**src/inc/hart_pkg.sv**
```systemverilog
// Function
// - all three counters tick from the one counter clock input pin
// - counter zero and counter one gates are always active
// - counter two gate is a flop loaded from data bit 0 on gate-port writes
// - counter zero output drives the internal timer interrupt line only
// - counter one output feeds the arbiter as refresh source
// - counter two output drives the speaker timer pin
// - writes at 040-042 load counts; reads return live or latched count or status
// - write at 043 is control word, latch or read-back; read at 043 does nothing
// - arbiter sources are dma hold request and counter one rising edge
// - dma request sampled on dma clock rise, refresh request on its fall
// - first captured request wins, dma if both are pending at idle; the other waits until it completes
// - at end of hold, serve other requester with host hold kept high
// - dma win raises host hold, dma acknowledge only after host grant
// - after dma release, refresh if pending, else drop host hold
// - refresh win raises host hold; on grant the strobe is driven low
// - strobe low four bus clock rises, then released and host hold dropped
// - dma request pending at end of refresh is acknowledged next
// - channel ready low at the fourth edge stretches strobe until it returns
// - strobe is open drain low only; external low parks an idle arbiter, with no host hold and no strobe, until the line rises
package hart_pkg;
  localparam logic [7:0] CNT0_ADDR    = 8'h40;
  localparam logic [7:0] CNT1_ADDR    = 8'h41;
  localparam logic [7:0] CNT2_ADDR    = 8'h42;
  localparam logic [7:0] CTRL_ADDR    = 8'h43;
  localparam logic [7:0] GATE_ADDR    = 8'h61;
  localparam int         GATE_BIT     = 0;
  localparam int         REFRESH_EDGES = 4;
  localparam int         READY_EDGE   = 3;
  typedef enum logic [2:0] {
    ARB_IDLE  = 3'b000,
    ARB_DWAIT = 3'b001,
    ARB_DMA   = 3'b010,
    ARB_RWAIT = 3'b011,
    ARB_REF   = 3'b100,
    ARB_EXT   = 3'b101
  } hart_arb_t;
endpackage

```
**src/hart_sync.sv**
```systemverilog
`timescale 1ns/1ps
module hart_sync #(
  parameter logic RST_VAL = 1'b0
) (
  input  wire logic clk,
  input  wire logic rst_n,
  input  wire logic d,
  output logic      q
);
  logic meta_r;
  always_ff @(posedge clk or negedge rst_n) begin
    if (!rst_n) begin
      meta_r <= RST_VAL;
      q      <= RST_VAL;
    end else begin
      meta_r <= d;
      q      <= meta_r;
    end
  end
endmodule // hart_sync

```
**src/hart_counter.sv**
```systemverilog
`timescale 1ns/1ps
// one counter channel; modes 0..5 in binary counting only, bcd not served
module hart_counter (
  input  wire logic       clk,
  input  wire logic       rst_n,
  input  wire logic       tick,
  input  wire logic       gate,
  input  wire logic       ctrl_we,
  input  wire logic [5:0] ctrl_mode,
  input  wire logic       latch_cmd,
  input  wire logic       status_cmd,
  input  wire logic       wr,
  input  wire logic       rd,
  input  wire logic [7:0] wdata,
  output logic      [7:0] rdata,
  output logic            out
);
  logic [1:0]  rw_r;
  logic [2:0]  mode_r;
  logic [15:0] init_r;
  logic [15:0] cnt_r;
  logic [15:0] olat_r;
  logic [7:0]  stat_r;
  logic        olat_v_r;
  logic        stat_v_r;
  logic        wlo_r;
  logic        rlo_r;
  logic        null_r;
  logic        load_r;
  logic        gate_d_r;
  // a two-byte count is only complete once its high byte has landed
  wire         wr_done  = wr && (rw_r != 2'b11 || wlo_r);
  wire         trig     = gate && !gate_d_r;
  wire         periodic = mode_r[1];
  wire  [15:0] rd_src   = olat_v_r ? olat_r : cnt_r;
  wire  [15:0] reload   = (mode_r[1:0] == 2'b11) ? {init_r[15:1], 1'b0} : init_r;
  wire  [7:0]  rd_byte  = (rw_r == 2'b10 || (rw_r == 2'b11 && rlo_r)) ? rd_src[15:8]
                                                                      : rd_src[7:0];
  always_ff @(posedge clk or negedge rst_n) begin
    if (!rst_n) begin
      rw_r <= 2'b11; mode_r <= 3'h0; init_r <= 16'h0000; cnt_r <= 16'h0000;
      olat_r <= 16'h0000; stat_r <= 8'h00; olat_v_r <= 1'b0; stat_v_r <= 1'b0;
      wlo_r <= 1'b0; rlo_r <= 1'b0; null_r <= 1'b1; load_r <= 1'b0;
      gate_d_r <= 1'b0; out <= 1'b0; rdata <= 8'h00;
    end else begin
      if (tick) gate_d_r <= gate;
      if (ctrl_we) begin
        rw_r <= ctrl_mode[5:4]; mode_r <= ctrl_mode[3:1];
        wlo_r <= 1'b0; rlo_r <= 1'b0; null_r <= 1'b1;
        out <= (ctrl_mode[3:1] != 3'h0);
      end
      if (latch_cmd && !olat_v_r) begin
        olat_r <= cnt_r; olat_v_r <= 1'b1;
      end
      if (status_cmd && !stat_v_r) begin
        stat_r <= {out, null_r, rw_r, mode_r, 1'b0}; stat_v_r <= 1'b1;
      end
      if (wr) begin
        unique case (rw_r)
          2'b01:   init_r[7:0]  <= wdata;
          2'b10:   init_r[15:8] <= wdata;
          default: begin
            if (!wlo_r) init_r[7:0] <= wdata;
            else        init_r[15:8] <= wdata;
            wlo_r <= !wlo_r;
          end
        endcase
        if (wr_done) begin
          null_r <= 1'b1; load_r <= 1'b1;
          if (mode_r == 3'h0) out <= 1'b0;
        end
      end
      if (rd) begin
        if (stat_v_r) begin
          rdata <= stat_r; stat_v_r <= 1'b0;
        end else begin
          rdata <= rd_byte;
          if (rw_r == 2'b11) rlo_r <= !rlo_r;
          if (rw_r != 2'b11 || rlo_r) olat_v_r <= 1'b0;
        end
      end
      if (tick) begin
        if (load_r && (!mode_r[0] || periodic || trig)) begin
          cnt_r <= reload; load_r <= 1'b0; null_r <= 1'b0;
          if (mode_r[2:1] == 2'b00 && mode_r[0]) out <= 1'b0;
        end else if (mode_r[0] && !periodic && trig) begin
          cnt_r <= reload; out <= (mode_r == 3'h5) ? 1'b1 : 1'b0;
        end else if (gate || (mode_r[0] && !periodic)) begin
          cnt_r <= cnt_r - (mode_r[1:0] == 2'b11 ? 16'h0002 : 16'h0001);
          unique case (mode_r[1:0])
            2'b10: begin
              if (cnt_r == 16'h0002) out <= 1'b0;
              else if (cnt_r == 16'h0001) begin
                out <= 1'b1; cnt_r <= init_r;
              end
            end
            2'b11: if (cnt_r == 16'h0002) begin
              out <= !out; cnt_r <= reload;
            end
            default: begin
              if (cnt_r == 16'h0001 && mode_r[2]) out <= 1'b0;
              else if (cnt_r == 16'h0001) out <= 1'b1;
              else if (mode_r[2]) out <= 1'b1;
            end
          endcase
        end
      end
    end
  end
endmodule // hart_counter

```
**src/hart_top.sv**
```systemverilog
`timescale 1ns/1ps
module hart_top (
  input  wire logic       REF_CLK,
  input  wire logic       RSTN,
  input  wire logic       COUNTER_CLOCK_INPUT,
  input  wire logic       SYSTEM_BUS_CLOCK,
  input  wire logic       DMA_CLOCK,
  input  wire logic [7:0] IO_ADDR,
  input  wire logic       PERIPHERAL_IO_READ_N,
  input  wire logic       PERIPHERAL_IO_WRITE_N,
  input  wire logic [7:0] IO_WDATA,
  output logic      [7:0] IO_RDATA,
  output logic            IO_RDATA_OE,
  output logic            TIMER_INTERRUPT_LINE,
  output logic            SPEAKER_TIMER_PIN,
  input  wire logic       DMA_HOLD_REQ,
  output logic            DMA_HOLD_ACK,
  output logic            HOST_HOLD_REQUEST,
  input  wire logic       HOST_HOLD_GRANT,
  input  wire logic       CHANNEL_READY_EXTEND,
  input  wire logic       REFRESH_IN,
  output logic            REFRESH_OUT,
  output logic            REFRESH_OE
);
  import hart_pkg::*;

  logic       cclk_s;
  logic       sclk_s;
  logic       dclk_s;
  logic       rd_n_s;
  logic       wr_n_s;
  logic       hlda_s;
  logic       dreq_s;
  logic       rdy_s;
  logic       refin_s;
  logic       cclk_d_r;
  logic       sclk_d_r;
  logic       dclk_d_r;
  logic       rd_n_d_r;
  logic       wr_n_d_r;
  logic       gate2_r;
  logic       out1_d_r;
  logic       ref_pend_r;
  logic       dma_pend_r;
  logic       oe_r;
  logic [2:0] edges_r;
  logic [1:0] oe_d_r;
  logic       ref_raw_r;
  logic       rd_go_r;
  logic [15:0] bus_m_r;
  logic [15:0] bus_s_r;
  hart_arb_t  st_r;
  hart_arb_t  st_nxt;

  hart_sync u_s0 (.clk(REF_CLK), .rst_n(RSTN), .d(COUNTER_CLOCK_INPUT), .q(cclk_s));
  hart_sync u_s1 (.clk(REF_CLK), .rst_n(RSTN), .d(SYSTEM_BUS_CLOCK), .q(sclk_s));
  hart_sync u_s2 (.clk(REF_CLK), .rst_n(RSTN), .d(DMA_CLOCK), .q(dclk_s));
  hart_sync #(.RST_VAL(1'b1)) u_s3 (.clk(REF_CLK), .rst_n(RSTN),
                                    .d(PERIPHERAL_IO_READ_N), .q(rd_n_s));
  hart_sync #(.RST_VAL(1'b1)) u_s4 (.clk(REF_CLK), .rst_n(RSTN),
                                    .d(PERIPHERAL_IO_WRITE_N), .q(wr_n_s));
  hart_sync u_s5 (.clk(REF_CLK), .rst_n(RSTN), .d(HOST_HOLD_GRANT), .q(hlda_s));
  hart_sync u_s6 (.clk(REF_CLK), .rst_n(RSTN), .d(DMA_HOLD_REQ), .q(dreq_s));
  hart_sync #(.RST_VAL(1'b1)) u_s7 (.clk(REF_CLK), .rst_n(RSTN),
                                    .d(CHANNEL_READY_EXTEND), .q(rdy_s));
  hart_sync #(.RST_VAL(1'b1)) u_s8 (.clk(REF_CLK), .rst_n(RSTN), .d(REFRESH_IN),
                                    .q(refin_s));

  // edge enables: counter clock is a pin, so it becomes a one-cycle tick here
  wire cnt_tick  = cclk_s && !cclk_d_r;
  wire sclk_rise = sclk_s && !sclk_d_r;
  wire dclk_rise = dclk_s && !dclk_d_r;
  wire dclk_fall = !dclk_s && dclk_d_r;
  // io strobes act once, on the leading edge, so a long pulse is one access
  wire io_wr     = !wr_n_s && wr_n_d_r;
  wire io_rd     = !rd_n_s && rd_n_d_r;

  // address and data pins stand across the strobe, so a two-flop copy lines up with it
  wire [7:0] addr_s  = bus_s_r[15:8];
  wire [7:0] wdata_s = bus_s_r[7:0];

  wire sel0  = addr_s == CNT0_ADDR;
  wire sel1  = addr_s == CNT1_ADDR;
  wire sel2  = addr_s == CNT2_ADDR;
  wire selc  = addr_s == CTRL_ADDR;
  wire selg  = addr_s == GATE_ADDR;
  wire cwr   = io_wr && selc;
  wire [1:0] csel = wdata_s[7:6];
  wire is_rb  = cwr && csel == 2'b11;
  wire is_lat = cwr && csel != 2'b11 && wdata_s[5:4] == 2'b00;
  wire is_cw  = cwr && csel != 2'b11 && wdata_s[5:4] != 2'b00;

  wire [2:0] ctrl_we;
  wire [2:0] latch;
  wire [2:0] stat;
  wire [2:0] wr_c = {io_wr && sel2, io_wr && sel1, io_wr && sel0};
  wire [2:0] rd_c = {io_rd && sel2, io_rd && sel1, io_rd && sel0};
  wire [2:0] gate = {gate2_r, 1'b1, 1'b1};
  wire [2:0] outs;
  wire [7:0] rd0;
  wire [7:0] rd1;
  wire [7:0] rd2;

  genvar g;
  for (g = 0; g < 3; g++) begin : g_ctl
    assign ctrl_we[g] = is_cw && csel == 2'(g);
    assign latch[g]   = (is_lat && csel == 2'(g)) ||
                        (is_rb && !wdata_s[5] && wdata_s[g + 1]);
    assign stat[g]    = is_rb && !wdata_s[4] && wdata_s[g + 1];
  end

  hart_counter u_c0 (.clk(REF_CLK), .rst_n(RSTN), .tick(cnt_tick), .gate(gate[0]),
                     .ctrl_we(ctrl_we[0]), .ctrl_mode(wdata_s[5:0]),
                     .latch_cmd(latch[0]), .status_cmd(stat[0]), .wr(wr_c[0]),
                     .rd(rd_c[0]), .wdata(wdata_s), .rdata(rd0), .out(outs[0]));
  hart_counter u_c1 (.clk(REF_CLK), .rst_n(RSTN), .tick(cnt_tick), .gate(gate[1]),
                     .ctrl_we(ctrl_we[1]), .ctrl_mode(wdata_s[5:0]),
                     .latch_cmd(latch[1]), .status_cmd(stat[1]), .wr(wr_c[1]),
                     .rd(rd_c[1]), .wdata(wdata_s), .rdata(rd1), .out(outs[1]));
  hart_counter u_c2 (.clk(REF_CLK), .rst_n(RSTN), .tick(cnt_tick), .gate(gate[2]),
                     .ctrl_we(ctrl_we[2]), .ctrl_mode(wdata_s[5:0]),
                     .latch_cmd(latch[2]), .status_cmd(stat[2]), .wr(wr_c[2]),
                     .rd(rd_c[2]), .wdata(wdata_s), .rdata(rd2), .out(outs[2]));

  assign TIMER_INTERRUPT_LINE = outs[0];
  assign SPEAKER_TIMER_PIN    = outs[2];

  wire [7:0] rd_mux = sel0 ? rd0 : sel1 ? rd1 : rd2;
  // data from a read lands two cycles after the strobe edge; 043 never drives
  wire rd_oe = !rd_n_s && (sel0 || sel1 || sel2 || selg);

  // arbiter inputs
  wire out1_rise = outs[1] && !out1_d_r;
  wire in_ref    = st_r == ARB_REF || st_r == ARB_RWAIT;
  // own release needs two sync cycles to reach the pin copy, so mask that tail
  wire ext_low   = !refin_s && !oe_r && oe_d_r == 2'b00;
  wire ref_start = st_nxt == ARB_REF && st_r != ARB_REF;
  wire ref_done  = st_r == ARB_REF && sclk_rise &&
                   edges_r >= 3'(REFRESH_EDGES - 1) && rdy_s;

  always_comb begin
    st_nxt = st_r;
    unique case (st_r)
      ARB_IDLE: begin
        if (ext_low) st_nxt = ARB_EXT;
        else if (dma_pend_r) st_nxt = ARB_DWAIT;
        else if (ref_pend_r) st_nxt = ARB_RWAIT;
      end
      ARB_DWAIT: if (hlda_s) st_nxt = ARB_DMA;
      ARB_DMA: begin
        if (!dreq_s) st_nxt = ref_pend_r ? ARB_REF : ARB_IDLE;
      end
      ARB_RWAIT: if (hlda_s) st_nxt = ARB_REF;
      ARB_REF: begin
        if (ref_done) st_nxt = dma_pend_r ? ARB_DMA : ARB_IDLE;
      end
      ARB_EXT: if (refin_s) st_nxt = ARB_IDLE;
      default: st_nxt = ARB_IDLE;
    endcase
  end

  always_ff @(posedge REF_CLK or negedge RSTN) begin
    if (!RSTN) begin
      cclk_d_r <= 1'b0; sclk_d_r <= 1'b0; dclk_d_r <= 1'b0;
      rd_n_d_r <= 1'b1; wr_n_d_r <= 1'b1; out1_d_r <= 1'b0;
      gate2_r  <= 1'b0; IO_RDATA <= 8'h00; rd_go_r <= 1'b0;
      bus_m_r  <= 16'h0000; bus_s_r <= 16'h0000;
    end else begin
      cclk_d_r <= cclk_s; sclk_d_r <= sclk_s; dclk_d_r <= dclk_s;
      rd_n_d_r <= rd_n_s; wr_n_d_r <= wr_n_s; out1_d_r <= outs[1];
      bus_m_r  <= {IO_ADDR, IO_WDATA}; bus_s_r <= bus_m_r;
      // counter read data settles one cycle after the strobe edge
      rd_go_r  <= io_rd && (sel0 || sel1 || sel2 || selg);
      if (io_wr && selg) gate2_r <= wdata_s[GATE_BIT];
      if (rd_go_r) IO_RDATA <= selg ? {7'h00, gate2_r} : rd_mux;
    end
  end

  always_ff @(posedge REF_CLK or negedge RSTN) begin
    if (!RSTN) begin
      st_r <= ARB_IDLE; ref_pend_r <= 1'b0; dma_pend_r <= 1'b0;
      edges_r <= 3'h0; oe_r <= 1'b0; ref_raw_r <= 1'b0; oe_d_r <= 2'b00;
    end else begin
      st_r <= st_nxt;
      oe_d_r <= {oe_d_r[0], oe_r};
      // sample on opposite dma clock phases so neither source is favoured
      if (dclk_rise) dma_pend_r <= dreq_s;
      else if (!dreq_s) dma_pend_r <= 1'b0;
      // counter edge is sticky until its refresh starts; a new edge beats the clear
      if (out1_rise) ref_raw_r <= 1'b1;
      else if (ref_start) ref_raw_r <= 1'b0;
      if (dclk_fall) ref_pend_r <= ref_raw_r && !ref_start;
      else if (ref_start) ref_pend_r <= 1'b0;
      if (ref_start) begin
        edges_r <= 3'h0; oe_r <= 1'b1;
      end else if (st_r == ARB_REF && sclk_rise) begin
        if (edges_r < 3'(REFRESH_EDGES - 1)) edges_r <= edges_r + 3'h1;
        if (ref_done) oe_r <= 1'b0;
      end
    end
  end

  assign IO_RDATA_OE       = rd_oe;
  assign DMA_HOLD_ACK      = st_r == ARB_DMA;
  assign HOST_HOLD_REQUEST = st_r != ARB_IDLE && st_r != ARB_EXT;
  assign REFRESH_OUT       = 1'b0;
  assign REFRESH_OE        = oe_r;
endmodule // hart_top

```
**config.mk**
```make
export PLATFORM = sky130hd
export DESIGN_NAME = hart_top
export DESIGN_NICKNAME = d
export VERILOG_FILES = /design/src/inc/hart_pkg.sv /design/src/hart_sync.sv /design/src/hart_counter.sv /design/src/hart_top.sv
export SDC_FILE = /design/constraint.sdc
export NUM_CORES = 1
export LEC_CHECK = 0
export BUFFER_PORTS_ARGS = -buffer_cell sky130_fd_sc_hd__buf_2
export CORE_MARGIN = 2
export CORE_UTILIZATION = 55
export DETAILED_ROUTE_END_ITERATION = 6
export PLACE_DENSITY = 0.72
export SLEW_MARGIN = 20
export SYNTH_ARGS = -nofsm -noshare
export SYNTH_HDL_FRONTEND = slang
export SYNTH_SLANG_ARGS = --single-unit
```
**constraint.sdc**
```tcl
create_clock -name REF_CLK -period 3.14 [get_ports REF_CLK]
set_clock_uncertainty 0.2 [all_clocks]
set_input_delay 0.157 -clock REF_CLK [delete_from_list [all_inputs] [get_ports REF_CLK]]
set_output_delay 0.157 -clock REF_CLK [all_outputs]
set_load 0.05 [all_outputs]
```
==> metrics <==
status=finished, final reports clean; Initial Util=55.8%; Top FF cell, synth=dfrtp_1; xor and xnor area share after synthesis=0.181%; Max Fclk=0.349 GHz; cell at the root of the clock tree=clkbuf_16; sequential power share=46.6%; Compound-Gate Fraction of Synth Area=11.0%; CTS resizes=0; Avg Inst Size Synth=11.3 um^2; total grt overflow=0; num ports=42; CP required=3400 ps; worst-path maximum fanout=10; Clk network pwr share=36.7%; reg-to-reg slack, setup=270 ps; initial antenna violation count=0; final hold violation count=0; H-tree levels=1; diode count=0; routability cong.=0.874; Sum Neg Setup Slack=0 ps; Power Dens Cells=603 nW/um^2; Max-slew headroom=29.0%; RSZ-0062 raised after global routing=no; vias=10400; Die Wd=166 um; Placed Cells=1642; post-DP HPWL=23900 um; peak supply drop=630 uV; Net Sw Frac=28.6%; Async S/R FF share, synth=100%; Netlist Area Pre-Place=14500 um^2; layout cells sized above 1=22.3%; Final setup viols=0; Sink Count=305; most frequent cells in the layout=286 x dfrtp_1, 135 x nand2_1, 103 x mux2_2; Num CTS Buffers=31; 1st-iter DRT viols=939; Layout Utilization=63.9%; Pint=7150 uW; Final Critical Period=2870 ps; drt total wl=34700 um; Die Y=166 um; #FFs+latches synth=305; Die Area=27700 um^2; main combinational cell family by area after synthesis=multiplexers; max-cap viol count=0; most common cell after layout, fill and taps aside=dfrtp_1; area added between synthesis and finish=14.5%; CTS tree=done; Mapped Cells=1281; Leak=0.00764 uW; final non-filler cell total=1728; Critical Path AT=3130 ps; Clk pin slew, worst setup/hold paths=60 ps; DRC viols=0; Tot Pwr=10000 uW; Setup Crit Path Kind=flop to flop; Ys Warns=0; number of synthesized flops with an enable pin=0; Post-Synth Simple-Gate Area=13.5%; first-pass GRT wire length=55700 um; DR WL/cell=20.1 um; Tot GR Track Use=25.3%; filler instances=2066; Psw=2860 uW; Synth cell types=83; Hold Path Class=input pin to flop; mux share of post-synthesis cell area=17.1%; actual slew at the worst max-slew pin=1060 ps; largest net degree at the start of global routing=82; count of pins over their slew limit=0; syn_nets=1328; multi-input logic area=6360 um^2; number of buffers added for setup after CTS=0; Final nets=1415; input/output buffers=40; CP endpoint kind=flop; post-synthesis sequential area ratio=52.8%; Core Area=26000 um^2; vias in the first global route=10200; cts hold-fix bufs=28; Comb pwr share=16.7%; 1st-pass router iterations=7; worst skew pair latency=570 ps; cell row count=59; adder-cell share of the synthesized area=1.88%; clk buf depth=3; post-route antenna net violation count=0; crit share post-route=91.4%; Sequential Area=7660 um^2; crit start category=flop; vias per inst=6.03
==> through the flow <==
stage / hold slack [ps] / area, um^2 / worst slack (ps)
finish: 25.7 / 16600 / 271
global placement: -21.1 / 15300 / 331
floorplan: -339 / 14500 / 251
detailed placement: -15.3 / 15300 / 291
global route: 23.8 / 16600 / 109
CTS: 11.9 / 16600 / 293
==> Yosys cell counts (9+ instances only) <==
library cell  number  share of area, %
dfrtp_1          286                49
nand2_1          135               3.5
mux2_2           103               8.0
o21ai_0           81               2.8
mux2i_1           58               4.0
nor2_1            56               1.4
a21oi_1           53               1.8
inv_1             52               1.3
clkbuf_1          51               1.3
nor3_1            30               1.0
mux4_2            24               3.7
nand2b_1          22              0.95
dfstp_2           19               3.4
mux2_1            18               1.4
nand3_1           18              0.62
ha_1              17               1.5
a22oi_1           14              0.72
o22ai_1           14              0.60
and3_1            13              0.56
nor2b_1           13              0.56
nor4_1            11              0.47
o21ai_1           11              0.38
or4_1             11              0.57
buf_2             10              0.35
a211o_1            9              0.54
a2bb2oi_1          9              0.54
==> cell families after synthesis <==
group                    Yosys count
AO/OA/AOI/OAI                    253
XOR/XNOR                           3
adder cells (fa/ha/maj)           20
buffers and inverters            122
flip-flops                       305
multiplexers                     203
other                              1
AND/OR/NAND/NOR                  374
==> area by class of cell <==
type	instances	share of cell area (%)
Inverter	52	1.18
Sequential cell	305	46.1
Tap cell	335	2.52
Multi-Input combinational cell	854	38.3
Timing Repair Buffer	124	5.79
Clock inverter	7	0.535
Clock buffer	51	5.60
==> power by group through the flow <==
stage	Sequential [uW]	Combinational, uW	Clock [uW]
6_report	4670	1670	3670
5_1_grt	4710	1860	3900
4_1_cts	4660	1670	3720
3_5_place_dp	4720	1630	0
3_3_place_gp	4700	1600	0
2_1_floorplan	4550	1190	0
==> critical path, cell delays in order (launching register included) <==
cell,delay [ps]
dfrtp_1,490
or4b_1,580
nor2_1,310
nand2_1,160
nor3_2,600
mux2_2,410
==> registers in the layout, indices dropped and copies added, names as in the netlist, 3 cells and up <==
signal       flops
u_c0.mode_r      3
bus_s_r         16
u_c1.olat_r     16
u_c0.rdata       8
IO_RDATA         8
u_c2.olat_r     16
u_c0.stat_r      7
u_c2.mode_r      3
u_c1.mode_r      3
u_c0.cnt_r      16
u_c0.init_r     16
u_c2.rdata       8
st_r             3
u_c2.cnt_r      16
u_c1.stat_r      7
u_c2.init_r     16
u_c1.init_r     16
u_c1.rdata       8
u_c2.stat_r      7
bus_m_r         16
u_c0.olat_r     16
edges_r          3
u_c1.cnt_r      16
==> per-layer routing <==
layer | vias up | part of all wire, % | GRT usage (%)
met2 | 294 | 46 | 38.8
met5 | - | 0 | 0
met3 | 73 | 6.0 | 4.67
met1 | 5255 | 45 | 36.7
met4 | 0 | 3.1 | 8.25
li1 | 4795 | - | -
==> final timing paths <==
check	end	start	cells after the start
max	u_c1.init_r[14]	bus_s_r[9]	5
min	bus_m_r[8]	IO_ADDR[0]	2
min reg2reg	bus_s_r[5]	bus_m_r[5]	0
max reg2reg	u_c1.init_r[14]	bus_s_r[9]	5
min in group asynchronous	u_c1.cnt_r[11]	RSTN	3
max in group asynchronous	u_c1.cnt_r[6]	RSTN	4
No activity file was read; power rests on OpenSTA's default activity.
